`config.mk`:
```
export PLATFORM = sky130hd
export DESIGN_NAME = flash_protect_fetch_remap
export DESIGN_NICKNAME = d
export VERILOG_FILES = /design/src/hw/flash_protect_pkg.sv /design/src/hw/flash_protect_fetch_remap.sv
export SDC_FILE = /design/constraint.sdc
export NUM_CORES = 1
export LEC_CHECK = 0
export BUFFER_PORTS_ARGS = -buffer_cell sky130_fd_sc_hd__buf_2
export CORE_MARGIN = 5
export CORE_UTILIZATION = 55
export DETAILED_ROUTE_END_ITERATION = 8
export PLACE_DENSITY = 0.8
export SLEW_MARGIN = 20
export SYNTH_ARGS = -nofsm -noshare
export SYNTH_HDL_FRONTEND = slang
export SYNTH_SLANG_ARGS = --single-unit
export TNS_END_PERCENT = 50
```
`constraint.sdc`:
```
create_clock -name pclk -period 2.8 [get_ports pclk]
set_input_delay 0.42 -clock pclk [delete_from_list [all_inputs] [get_ports pclk]]
set_output_delay 0.42 -clock pclk [all_outputs]
set_load 0.01 [all_outputs]
```
`src/hw/flash_protect_pkg.sv`:
```
package flash_protect_pkg;
   localparam int          AW            = 32;
   localparam int          DW            = 32;
   // Register byte addresses
   localparam logic [31:0] ADDR_STATUS   = 32'hfffff800;
   localparam logic [31:0] ADDR_MODE     = 32'hfffff804;
   localparam logic [31:0] ADDR_COMMAND  = 32'hfffff808;
   localparam logic [31:0] ADDR_DATA     = 32'hfffff80c;
   localparam logic [31:0] ADDR_ADDRESS  = 32'hfffff810;
   localparam logic [31:0] ADDR_SIGN     = 32'hfffff818;
   localparam logic [31:0] ADDR_PROT_P   = 32'hfffff81c;
   localparam logic [31:0] ADDR_PROT_V   = 32'hfffff820;
   localparam logic [31:0] ADDR_REMAP    = 32'hffff0220;
   // Reset values
   localparam logic [15:0] RST_ADDRESS   = 16'h0000;
   localparam logic [15:0] RST_DATA      = 16'h0000;
   localparam logic [23:0] RST_SIGN      = 24'hffffff;
   localparam logic [31:0] RST_PROT_P    = 32'h00000000;
   localparam logic [31:0] RST_PROT_V    = 32'hffffffff;
   localparam logic [31:0] PROT_NONE     = 32'hffffffff;
   localparam logic [7:0]  RST_MODE      = 8'h00;
   // Fields
   localparam int          MODE_KEY_BIT  = 3;
   localparam int          READ_PROT_BIT = 31;
   localparam int          GROUP_LSB     = 11;
   localparam int          GROUP_W       = 5;
   localparam logic [4:0]  KERNEL_GROUP  = 5'h1f;
   localparam int          REMAP_BIT     = 0;
   // Mass erase key
   localparam logic [15:0] KEY_DATA      = 16'h3cff;
   localparam logic [15:0] KEY_ADDRESS   = 16'hffc3;
   // Commands
   localparam logic [7:0]  CMD_NULL      = 8'h00;
   localparam logic [7:0]  CMD_READ      = 8'h01;
   localparam logic [7:0]  CMD_WRITE     = 8'h02;
   localparam logic [7:0]  CMD_ERASE_WR  = 8'h03;
   localparam logic [7:0]  CMD_VERIFY    = 8'h04;
   localparam logic [7:0]  CMD_PAGE_ERA  = 8'h05;
   localparam logic [7:0]  CMD_MASS_ERA  = 8'h06;
   localparam logic [7:0]  CMD_DONE      = 8'h07;
   localparam logic [7:0]  CMD_SIGN      = 8'h0b;
   localparam logic [7:0]  CMD_PROTECT   = 8'h0c;
   // Timing
   localparam longint      CLK_HZ        = 10_000_000;
   localparam longint      ERASE_TIME_MS = 2480;
   localparam int          ERASE_CYCLES  =
      int'(ERASE_TIME_MS * CLK_HZ / 1000);
   localparam int          SIGN_CYCLES   = 32778;
   localparam int          KERNEL_CYCLES = 16;
   // Access kinds and cycle costs
   localparam logic [1:0]  ACC_FETCH     = 2'h0;
   localparam logic [1:0]  ACC_BRANCH    = 2'h1;
   localparam logic [1:0]  ACC_DATA      = 2'h2;
   localparam logic [7:0]  CYC_SRAM_FETCH  = 8'h01;
   localparam logic [7:0]  CYC_FL_FETCH32  = 8'h02;
   localparam logic [7:0]  CYC_FL_FETCH16  = 8'h01;
   localparam logic [7:0]  CYC_FL_DECODE   = 8'h01;
   localparam logic [7:0]  CYC_FL_REFILL   = 8'h04;
   localparam logic [7:0]  CYC_SRAM_REFILL = 8'h02;
   localparam logic [7:0]  CYC_SRAM_DATA   = 8'h01;
   localparam logic [7:0]  CYC_FL_DATA     = 8'h04;
   // Memory map
   localparam logic [31:0] MIRROR_TOP    = 32'h00000020;
   localparam logic [31:0] MIRROR_SIZE   = 32'h00040000;
   localparam logic [31:0] SRAM_BASE     = 32'h00040000;
   localparam logic [31:0] FLASH_BASE    = 32'h00080000;
   localparam logic [31:0] FLASH_SIZE    = 32'h00010000;
   localparam logic [31:0] RESET_VECTOR  = 32'h00000000;

   typedef enum logic [2:0] {
      ENG_IDLE  = 3'b001,
      ENG_ERASE = 3'b010,
      ENG_SIGN  = 3'b100
   } engine_e;
endpackage : flash_protect_pkg

```
`src/hw/flash_protect_fetch_remap.sv`:
```
// Contract
// - 16-bit flash address register, resets zero
// - read-only 24-bit signature, resets all ones
// - persistent protection keyed, effective after reset
// - volatile protection acts at once, no key
// - any reset sets volatile protection all ones
// - bit 31 zero blocks code reading
// - bits 30-0 guard four-page groups from writes
// - key data, key address, key bit, then 0x06
// - SRAM fetch one cycle; data adds 1/3
// - flash fetch two cycles wide, one compressed
// - flash branch: one decode, four refill
// - flash data: decode, two access, one dead
// - data dead cycles scale with word count
// - vectors occupy the lowest addresses
// - every reset maps flash at bottom
// - remap bit 0 mirrors SRAM, reversible
// - hidden kernel runs, then jumps to zero
// - mass erase spares the kernel region
// - protect command runs once; only a keyed mass erase clears
// - signature takes fixed cycles, then loads
`timescale 1ns/1ps
module flash_protect_fetch_remap
   import flash_protect_pkg::*;
#(
   parameter int ERASE_CYC  = ERASE_CYCLES,
   parameter int SIGN_CYC   = SIGN_CYCLES,
   parameter int KERNEL_CYC = KERNEL_CYCLES
)(
   input  wire logic          pclk,
   input  wire logic          presetn,
   input  wire logic          psel,
   input  wire logic          penable,
   input  wire logic          pwrite,
   input  wire logic [AW-1:0] paddr,
   input  wire logic [DW-1:0] pwdata,
   output logic      [DW-1:0] prdata,
   output logic               pready,
   output logic               pslverr,
   input  wire logic          boot_mode_pin,
   input  wire logic [31:0]   prot_stored,
   input  wire logic [15:0]   flash_rdata,
   input  wire logic [23:0]   flash_sig_value,
   output logic               flash_op_pulse,
   output logic      [7:0]    flash_op_code,
   output logic      [15:0]   flash_op_addr,
   output logic      [15:0]   flash_op_data,
   output logic               prot_save_pulse,
   output logic      [31:0]   prot_save_value,
   output logic               kernel_active,
   output logic               core_start,
   output logic      [31:0]   core_start_pc,
   output logic               remap_sram,
   input  wire logic          acc_req,
   input  wire logic [1:0]    acc_kind,
   input  wire logic          acc_compact,
   input  wire logic [4:0]    acc_words,
   input  wire logic [31:0]   acc_addr,
   output logic               acc_busy,
   output logic               acc_done,
   output logic               acc_err,
   output logic      [7:0]    acc_cost
);

   function automatic logic in_flash(input logic [31:0] a,
                                     input logic        rm);
      logic low;
      low = a < MIRROR_SIZE;
      in_flash = (low && !rm) ||
                 (a >= FLASH_BASE && a < FLASH_BASE + FLASH_SIZE);
   endfunction : in_flash

   function automatic logic group_locked(input logic [15:0] a,
                                         input logic [31:0] p);
      logic [GROUP_W-1:0] g;
      g = a[GROUP_LSB +: GROUP_W];
      group_locked = (g == KERNEL_GROUP) || !p[g];
   endfunction : group_locked

   logic [15:0]   address_reg;
   logic [15:0]   data_reg;
   logic [23:0]   sign_reg;
   logic [31:0]   prot_p_reg;
   logic [31:0]   prot_p_live_reg;
   logic [31:0]   prot_v_reg;
   logic [7:0]    mode_reg;
   logic [7:0]    command_reg;
   logic          remap_reg;
   logic          protect_used_reg;
   logic          denied_reg;
   logic          verify_ok_reg;
   logic          boot_pend_reg;
   logic          boot_mode_reg;
   logic [7:0]    kernel_cnt_reg;
   engine_e       eng_reg;
   logic [31:0]   eng_cnt_reg;
   logic [7:0]    acc_cnt_reg;
   logic [31:0]   prot_eff;
   logic          key_ok;
   logic          wr_en;
   logic          setup;
   logic          mapped;
   logic [DW-1:0] rd_value;
   logic          cmd_go;
   logic [7:0]    cmd;
   logic [7:0]    cost_next;
   logic          cost_flash;

   assign setup  = psel && !penable;
   assign wr_en  = psel && penable && pready && pwrite;
   assign cmd    = pwdata[7:0];
   assign cmd_go = wr_en && paddr == ADDR_COMMAND &&
                   eng_reg == ENG_IDLE && !kernel_active;
   // Both layers combine; a zero in either protects
   assign prot_eff = prot_p_live_reg & prot_v_reg;
   assign key_ok = data_reg == KEY_DATA &&
                   address_reg == KEY_ADDRESS &&
                   mode_reg[MODE_KEY_BIT];

   always_comb
   begin
      mapped   = 1'b1;
      rd_value = '0;
      case (paddr)
         ADDR_STATUS:  rd_value = {28'h0, verify_ok_reg, denied_reg,
                                   protect_used_reg,
                                   eng_reg != ENG_IDLE};
         ADDR_MODE:    rd_value = {24'h0, mode_reg};
         ADDR_COMMAND: rd_value = {24'h0, command_reg};
         ADDR_DATA:    rd_value = {16'h0, data_reg};
         ADDR_ADDRESS: rd_value = {16'h0, address_reg};
         ADDR_SIGN:    rd_value = {8'h0, sign_reg};
         ADDR_PROT_P:  rd_value = prot_p_reg;
         ADDR_PROT_V:  rd_value = prot_v_reg;
         ADDR_REMAP:   rd_value = {31'h0, remap_reg};
         default:      mapped   = 1'b0;
      endcase
   end

   // One wait-free access phase; read data captured at setup
   always_ff @(posedge pclk or negedge presetn)
   begin
      if (!presetn)
      begin
         pready  <= 1'b0;
         pslverr <= 1'b0;
         prdata  <= '0;
      end
      else if (setup)
      begin
         pready  <= 1'b1;
         pslverr <= !mapped;
         prdata  <= (pwrite || !mapped) ? '0 : rd_value;
      end
      else
      begin
         pready  <= 1'b0;
         pslverr <= 1'b0;
      end
   end

   always_ff @(posedge pclk or negedge presetn)
   begin
      if (!presetn)
      begin
         mode_reg  <= RST_MODE;
         remap_reg <= 1'b0;
      end
      else
      begin
         if (wr_en && paddr == ADDR_MODE)
            mode_reg <= pwdata[7:0];
         // Software must flip this from above the mirror
         if (wr_en && paddr == ADDR_REMAP)
            remap_reg <= pwdata[REMAP_BIT];
      end
   end

   always_ff @(posedge pclk or negedge presetn)
   begin
      if (!presetn)
         remap_sram <= 1'b0;
      else
         remap_sram <= remap_reg;
   end

   always_ff @(posedge pclk or negedge presetn)
   begin
      if (!presetn)
         address_reg <= RST_ADDRESS;
      else if (wr_en && paddr == ADDR_ADDRESS)
         address_reg <= pwdata[15:0];
   end

   always_ff @(posedge pclk or negedge presetn)
   begin
      if (!presetn)
         data_reg <= RST_DATA;
      else if (wr_en && paddr == ADDR_DATA)
         data_reg <= pwdata[15:0];
      else if (cmd_go && cmd == CMD_READ && prot_eff[READ_PROT_BIT])
         data_reg <= flash_rdata;
   end

   always_ff @(posedge pclk or negedge presetn)
   begin
      if (!presetn)
         prot_v_reg <= RST_PROT_V;
      else if (wr_en && paddr == ADDR_PROT_V)
         prot_v_reg <= pwdata;
   end

   // Persistent value reaches the live mask only after the protect command and the next reset
   always_ff @(posedge pclk or negedge presetn)
   begin
      if (!presetn)
         prot_p_reg <= RST_PROT_P;
      else if (wr_en && paddr == ADDR_PROT_P && key_ok)
         prot_p_reg <= pwdata;
   end

   // Stored value is caught on the first edge after release
   always_ff @(posedge pclk or negedge presetn)
   begin
      if (!presetn)
      begin
         boot_pend_reg    <= 1'b1;
         boot_mode_reg    <= 1'b0;
         prot_p_live_reg  <= PROT_NONE;
         protect_used_reg <= 1'b0;
      end
      else if (boot_pend_reg)
      begin
         boot_pend_reg    <= 1'b0;
         boot_mode_reg    <= boot_mode_pin;
         prot_p_live_reg  <= prot_stored;
         protect_used_reg <= prot_stored != PROT_NONE;
      end
      else if (cmd_go && cmd == CMD_PROTECT)
         protect_used_reg <= 1'b1;
      else if (cmd_go && cmd == CMD_MASS_ERA && key_ok)
         protect_used_reg <= 1'b0;
   end

   // Kernel holds the core until done; low pin stays in kernel
   always_ff @(posedge pclk or negedge presetn)
   begin
      if (!presetn)
      begin
         kernel_active  <= 1'b1;
         kernel_cnt_reg <= '0;
         core_start     <= 1'b0;
         core_start_pc  <= RESET_VECTOR;
      end
      else
      begin
         core_start <= 1'b0;
         if (kernel_active && !boot_pend_reg && boot_mode_reg)
         begin
            if (kernel_cnt_reg == 8'(KERNEL_CYC - 1))
            begin
               kernel_active <= 1'b0;
               core_start    <= 1'b1;
               core_start_pc <= RESET_VECTOR;
            end
            else
               kernel_cnt_reg <= kernel_cnt_reg + 8'h01;
         end
      end
   end

   // Command engine
   always_ff @(posedge pclk or negedge presetn)
   begin
      if (!presetn)
      begin
         eng_reg         <= ENG_IDLE;
         eng_cnt_reg     <= '0;
         command_reg     <= CMD_NULL;
         sign_reg        <= RST_SIGN;
         denied_reg      <= 1'b0;
         verify_ok_reg   <= 1'b0;
         flash_op_pulse  <= 1'b0;
         flash_op_code   <= CMD_NULL;
         flash_op_addr   <= '0;
         flash_op_data   <= '0;
         prot_save_pulse <= 1'b0;
         prot_save_value <= PROT_NONE;
      end
      else
      begin
         flash_op_pulse  <= 1'b0;
         prot_save_pulse <= 1'b0;
         case (eng_reg)
            ENG_IDLE:
            begin
               if (cmd_go)
               begin
                  command_reg   <= cmd;
                  denied_reg    <= 1'b0;
                  flash_op_code <= cmd;
                  flash_op_addr <= address_reg;
                  flash_op_data <= data_reg;
                  case (cmd)
                     CMD_READ, CMD_VERIFY:
                     begin
                        command_reg <= CMD_DONE;
                        if (!prot_eff[READ_PROT_BIT])
                           denied_reg <= 1'b1;
                        else if (cmd == CMD_VERIFY)
                           verify_ok_reg <= flash_rdata == data_reg;
                     end
                     CMD_WRITE, CMD_ERASE_WR, CMD_PAGE_ERA:
                     begin
                        command_reg <= CMD_DONE;
                        if (group_locked(address_reg, prot_eff))
                           denied_reg <= 1'b1;
                        else
                           flash_op_pulse <= 1'b1;
                     end
                     CMD_MASS_ERA:
                     begin
                        if (key_ok)
                        begin
                           // Array erases user space only
                           flash_op_pulse <= 1'b1;
                           eng_cnt_reg    <= '0;
                           eng_reg        <= ENG_ERASE;
                        end
                        else
                        begin
                           command_reg <= CMD_NULL;
                           denied_reg  <= 1'b1;
                        end
                     end
                     CMD_SIGN:
                     begin
                        eng_cnt_reg <= '0;
                        eng_reg     <= ENG_SIGN;
                     end
                     CMD_PROTECT:
                     begin
                        if (protect_used_reg)
                           denied_reg <= 1'b1;
                        else
                        begin
                           prot_save_pulse <= 1'b1;
                           prot_save_value <= prot_p_reg;
                        end
                     end
                     default: ;
                  endcase
               end
            end
            ENG_ERASE:
            begin
               if (eng_cnt_reg == 32'(ERASE_CYC - 1))
               begin
                  prot_save_pulse <= 1'b1;
                  prot_save_value <= PROT_NONE;
                  command_reg     <= CMD_DONE;
                  eng_reg         <= ENG_IDLE;
               end
               else
                  eng_cnt_reg <= eng_cnt_reg + 32'h1;
            end
            ENG_SIGN:
            begin
               if (eng_cnt_reg == 32'(SIGN_CYC - 1))
               begin
                  sign_reg <= flash_sig_value;
                  eng_reg  <= ENG_IDLE;
               end
               else
                  eng_cnt_reg <= eng_cnt_reg + 32'h1;
            end
            default: eng_reg <= ENG_IDLE;
         endcase
      end
   end

   // Core access timing
   assign cost_flash = in_flash(acc_addr, remap_reg);

   always_comb
   begin
      cost_next = CYC_SRAM_FETCH;
      case (acc_kind)
         ACC_FETCH:
            if (cost_flash)
               cost_next = acc_compact ? CYC_FL_FETCH16
                                       : CYC_FL_FETCH32;
         ACC_BRANCH:
            if (cost_flash)
               cost_next = (acc_compact ? CYC_FL_FETCH16
                                        : CYC_FL_FETCH32) +
                           CYC_FL_DECODE + CYC_FL_REFILL;
            else
               cost_next = CYC_SRAM_FETCH + CYC_SRAM_REFILL;
         ACC_DATA:
            // Decode, two-cycle word, trailing dead cycle
            if (cost_flash)
               cost_next = 8'(CYC_FL_DATA * acc_words);
            else
               cost_next = 8'(CYC_SRAM_DATA * acc_words);
         default: cost_next = CYC_SRAM_FETCH;
      endcase
   end

   // Requests while busy are dropped; core must wait for done
   always_ff @(posedge pclk or negedge presetn)
   begin
      if (!presetn)
      begin
         acc_busy    <= 1'b0;
         acc_done    <= 1'b0;
         acc_err     <= 1'b0;
         acc_cost    <= '0;
         acc_cnt_reg <= '0;
      end
      else
      begin
         acc_done <= 1'b0;
         if (!acc_busy && acc_req && !kernel_active)
         begin
            acc_busy    <= 1'b1;
            acc_cost    <= cost_next;
            acc_cnt_reg <= cost_next;
            acc_err     <= acc_kind == ACC_DATA && cost_flash &&
                           !prot_eff[READ_PROT_BIT];
         end
         else if (acc_busy)
         begin
            if (acc_cnt_reg <= 8'h01)
            begin
               acc_busy <= 1'b0;
               acc_done <= 1'b1;
            end
            acc_cnt_reg <= acc_cnt_reg - 8'h01;
         end
      end
   end

endmodule : flash_protect_fetch_remap

```
==> impl_metrics.py <==
metrics = {
    "power": {
        "p_leak_uw": 0.00954,
        "swShare": 0.241,
        "power.total_uw": 11300,
        "seq_power_share": 0.471,
        "power_density_mw_per_mm2": 562,
        "p_comb_frac": 0.077,
        "p_clk_frac": 0.452,
        "vdd_ir_drop_max_mv": 0.474,
        "power.internal_uw": 8600,
        "p_sw_uw": 2730,
    },
    "clock_tree": {
        "clockBufferDepth": 3,
        "cts_sinks": 346,
        "numCtsBuffers": 37,
        "clk_pin_slew_ns": 0.06,
        "cts-resized-gates": 0,
        "cts_tree": "yes",
        "htreeDepth": 2,
        "clk_latency_ns": 0.53,
        "root_buffer": "clkbuf_16",
    },
    "synth": {
        "postSynthCellCount": 1577,
        "ys_top_cells_by_area": "dfrtp_1 34%, dfstp_2 20%, mux2_2 7.0%",
        "syn_area_mm2": 0.0166,
        "synthFlopType": "dfrtp_1",
        "ys_async_sr_fraction": 1.00,
        "synth.largest_area_cell": "dfrtp_1",
        "yosys_warnings": 0,
        "synth_seq_area_share": 0.532,
        "synth.distinct_cells": 82,
        "synth_edf_count": 0,
        "ys_ff_latch": 346,
        "syn_area_per_cell_um2": 10.5,
        "yosys.area.top_type_share": 0.337,
    },
    "sta": {
        "slew_violations": 0,
        "hold_viol": 0,
        "fmax_mhz": 367,
        "setup-tns-final_ns": 0,
        "period_share": 0.973,
        "period_needed_ns": 2.72,
        "worst_slack_ns": 0.0767,
        "skew_ns": 0.0213,
        "setup_viol_count_final": 0,
        "worst_pin_slew_ns": 0.996,
        "rsz0062_at_grt": "false",
        "slew_headroom": 0.332,
    },
    "global_route": {
        "grt.busiest_layer": "met2",
        "antenna_found_initial": 9,
        "grt_max_degree": 84,
        "grt_pass1_vias": 14400,
        "use_met2": 0.484,
        "grt_pass1_wl_um": 80300,
        "grt.met1_usage": 0.395,
        "grt_use_met3": 0.0687,
        "gr-total-overflow": 0,
        "track_usage": 0.301,
    },
    "critical_path": {
        "critPathTopFamily": "simple AND/OR/NAND/NOR gates",
        "worstSetupEndpointType": "flop",
        "r2r_setup_slack_ns": 0.08,
        "crit_buf_inv": 2,
        "worstPathRequired_ns": 3.21,
        "critPathMaxStageDelay_ns": 0.54,
        "criticalPathCategory": "reg2reg",
        "path_cells": "or4b_1 > nor3_1 > buf_4 > nand3_1 > or3_1 > buf_12 > mux2_1",
        "cp_max_fo": 33,
        "crit_slowest_cell": "or4b_1",
        "worstPathArrival_ns": 3.13,
        "crit_path_start_kind": "flop",
    },
    "floorplan": {
        "die_width_um": 184,
        "io_pins": 337,
        "initial_core_util": 0.557,
        "die-area_mm2": 0.0337,
        "die_h_um": 184,
        "core_area_mm2": 0.0297,
        "rows": 63,
    },
    "drt": {
        "wl_um": 52000,
        "vias": 14200,
        "wl_per_cell_um": 22.3,
        "routed_via_density": 6.09,
        "drtIter0Drc": 1592,
        "first_pass_iters": 7,
        "detail-route-antenna-nets": 0,
        "drc": 0,
    },
    "placed_design": {
        "gp_congestion": 0.938,
        "pre_cts_ws_ns": -0.0348,
        "dpl.hpwl_um": 37600,
        "portBuffers": 287,
    },
    "cells_and_area": {
        "drive_above_1_share": 0.353,
        "fill_cells": 2227,
        "final_core_util": 0.679,
        "layout.nets": 2097,
        "area_growth_pct": 21.9,
        "final_cell_mix": "286 x buf_2, 235 x nand2_1, 223 x dfrtp_1",
        "final_common_cell": "buf_2",
    },
    "run": {
        "maxCapViolCount": 0,
    },
    "hold_path": {
        "hold_path_class": "in2reg",
    },
    "status": {
        "status": "completed",
    },
}
-- layer usage --
layer,share of wire,vias up
met3,0.093,185
met5,0.0015,-
li1,-,6273
met1,0.38,6970
met2,0.47,747
met4,0.047,12
-- stage by stage --
stage	instance area [um^2]	std cells	hold slack (ns)
finish	20200	2331	0.116
global route	20200	2331	0.120
CTS	20200	2328	0.109
global placement	18900	2259	0.394
floorplan	16700	1610	0.124
detailed placement	18900	2259	0.395
-- power by group through the flow --
stage / logic (uW) / clock network, uW / registers [uW]
after floorplan: 468 / 0 / 5380
after global placement: 825 / 0 / 5400
after detailed placement: 859 / 0 / 5410
after CTS: 871 / 5180 / 5330
after global routing: 958 / 5390 / 5350
final: 873 / 5130 / 5330
-- final timing paths --
path | from | to | cells after the start
max | address_reg[5] | prot_p_reg[15] | 7
min | flash_sig_value[4] | sign_reg[4] | 2
min reg2reg | remap_reg | remap_sram | 0
min in group asynchronous | presetn | acc_cost[4] | 2
max in group asynchronous | presetn | prot_save_value[11] | 3
max reg2reg | address_reg[5] | prot_p_reg[15] | 7
-- cell families after synthesis --
kind of cell | Yosys count | synth area share
buf+inv | 137 | 0.0401
compound gates | 252 | 0.0997
xor+xnor | 48 | 0.0254
simple gates | 608 | 0.178
mux | 180 | 0.121
flops | 346 | 0.532
fa+ha+maj | 5 | 0.00378
other cells | 1 | 0.000226
-- repair_timing --
item	in CTS	in global routing
hold buffers	1	0
buffers inserted	0	0
endpoints found under the hold margin	64	0
-- synth_stat cells (5+ instances only) --
| cell type | n |
|---|---|
| a211oi_1 | 7 |
| a21oi_1 | 74 |
| a222oi_1 | 23 |
| a22o_1 | 11 |
| a22oi_1 | 21 |
| a31oi_1 | 9 |
| and3_1 | 9 |
| and4_1 | 8 |
| buf_2 | 16 |
| buf_4 | 34 |
| clkbuf_1 | 65 |
| dfrtp_1 | 223 |
| dfstp_2 | 123 |
| ha_1 | 5 |
| inv_1 | 16 |
| mux2_1 | 45 |
| mux2_2 | 103 |
| mux2i_1 | 31 |
| nand2_1 | 235 |
| nand2b_1 | 9 |
| nand3_1 | 42 |
| nand4_1 | 38 |
| nor2_1 | 142 |
| nor2b_1 | 9 |
| nor3_1 | 19 |
| nor4_1 | 33 |
| nor4b_1 | 12 |
| o211ai_1 | 5 |
| o21ai_0 | 35 |
| o21ai_1 | 28 |
| o22ai_1 | 5 |
| o31ai_1 | 5 |
| or3_1 | 10 |
| or4_1 | 6 |
| xnor2_1 | 20 |
| xor2_1 | 28 |
-- layout make-up --
cell class | count | area [um^2] | area share
inverters | 18 | 70.1 | 0.00347
clock inverters | 11 | 171 | 0.00849
diodes | 3 | 7.51 | 0.000372
multi-input cells | 1127 | 7230 | 0.358
well taps | 390 | 488 | 0.0242
clock buffers | 57 | 1110 | 0.0551
flip-flops and latches | 346 | 8810 | 0.437
repair buffers | 379 | 2290 | 0.113
No activity file was read; power rests on OpenSTA's default activity.
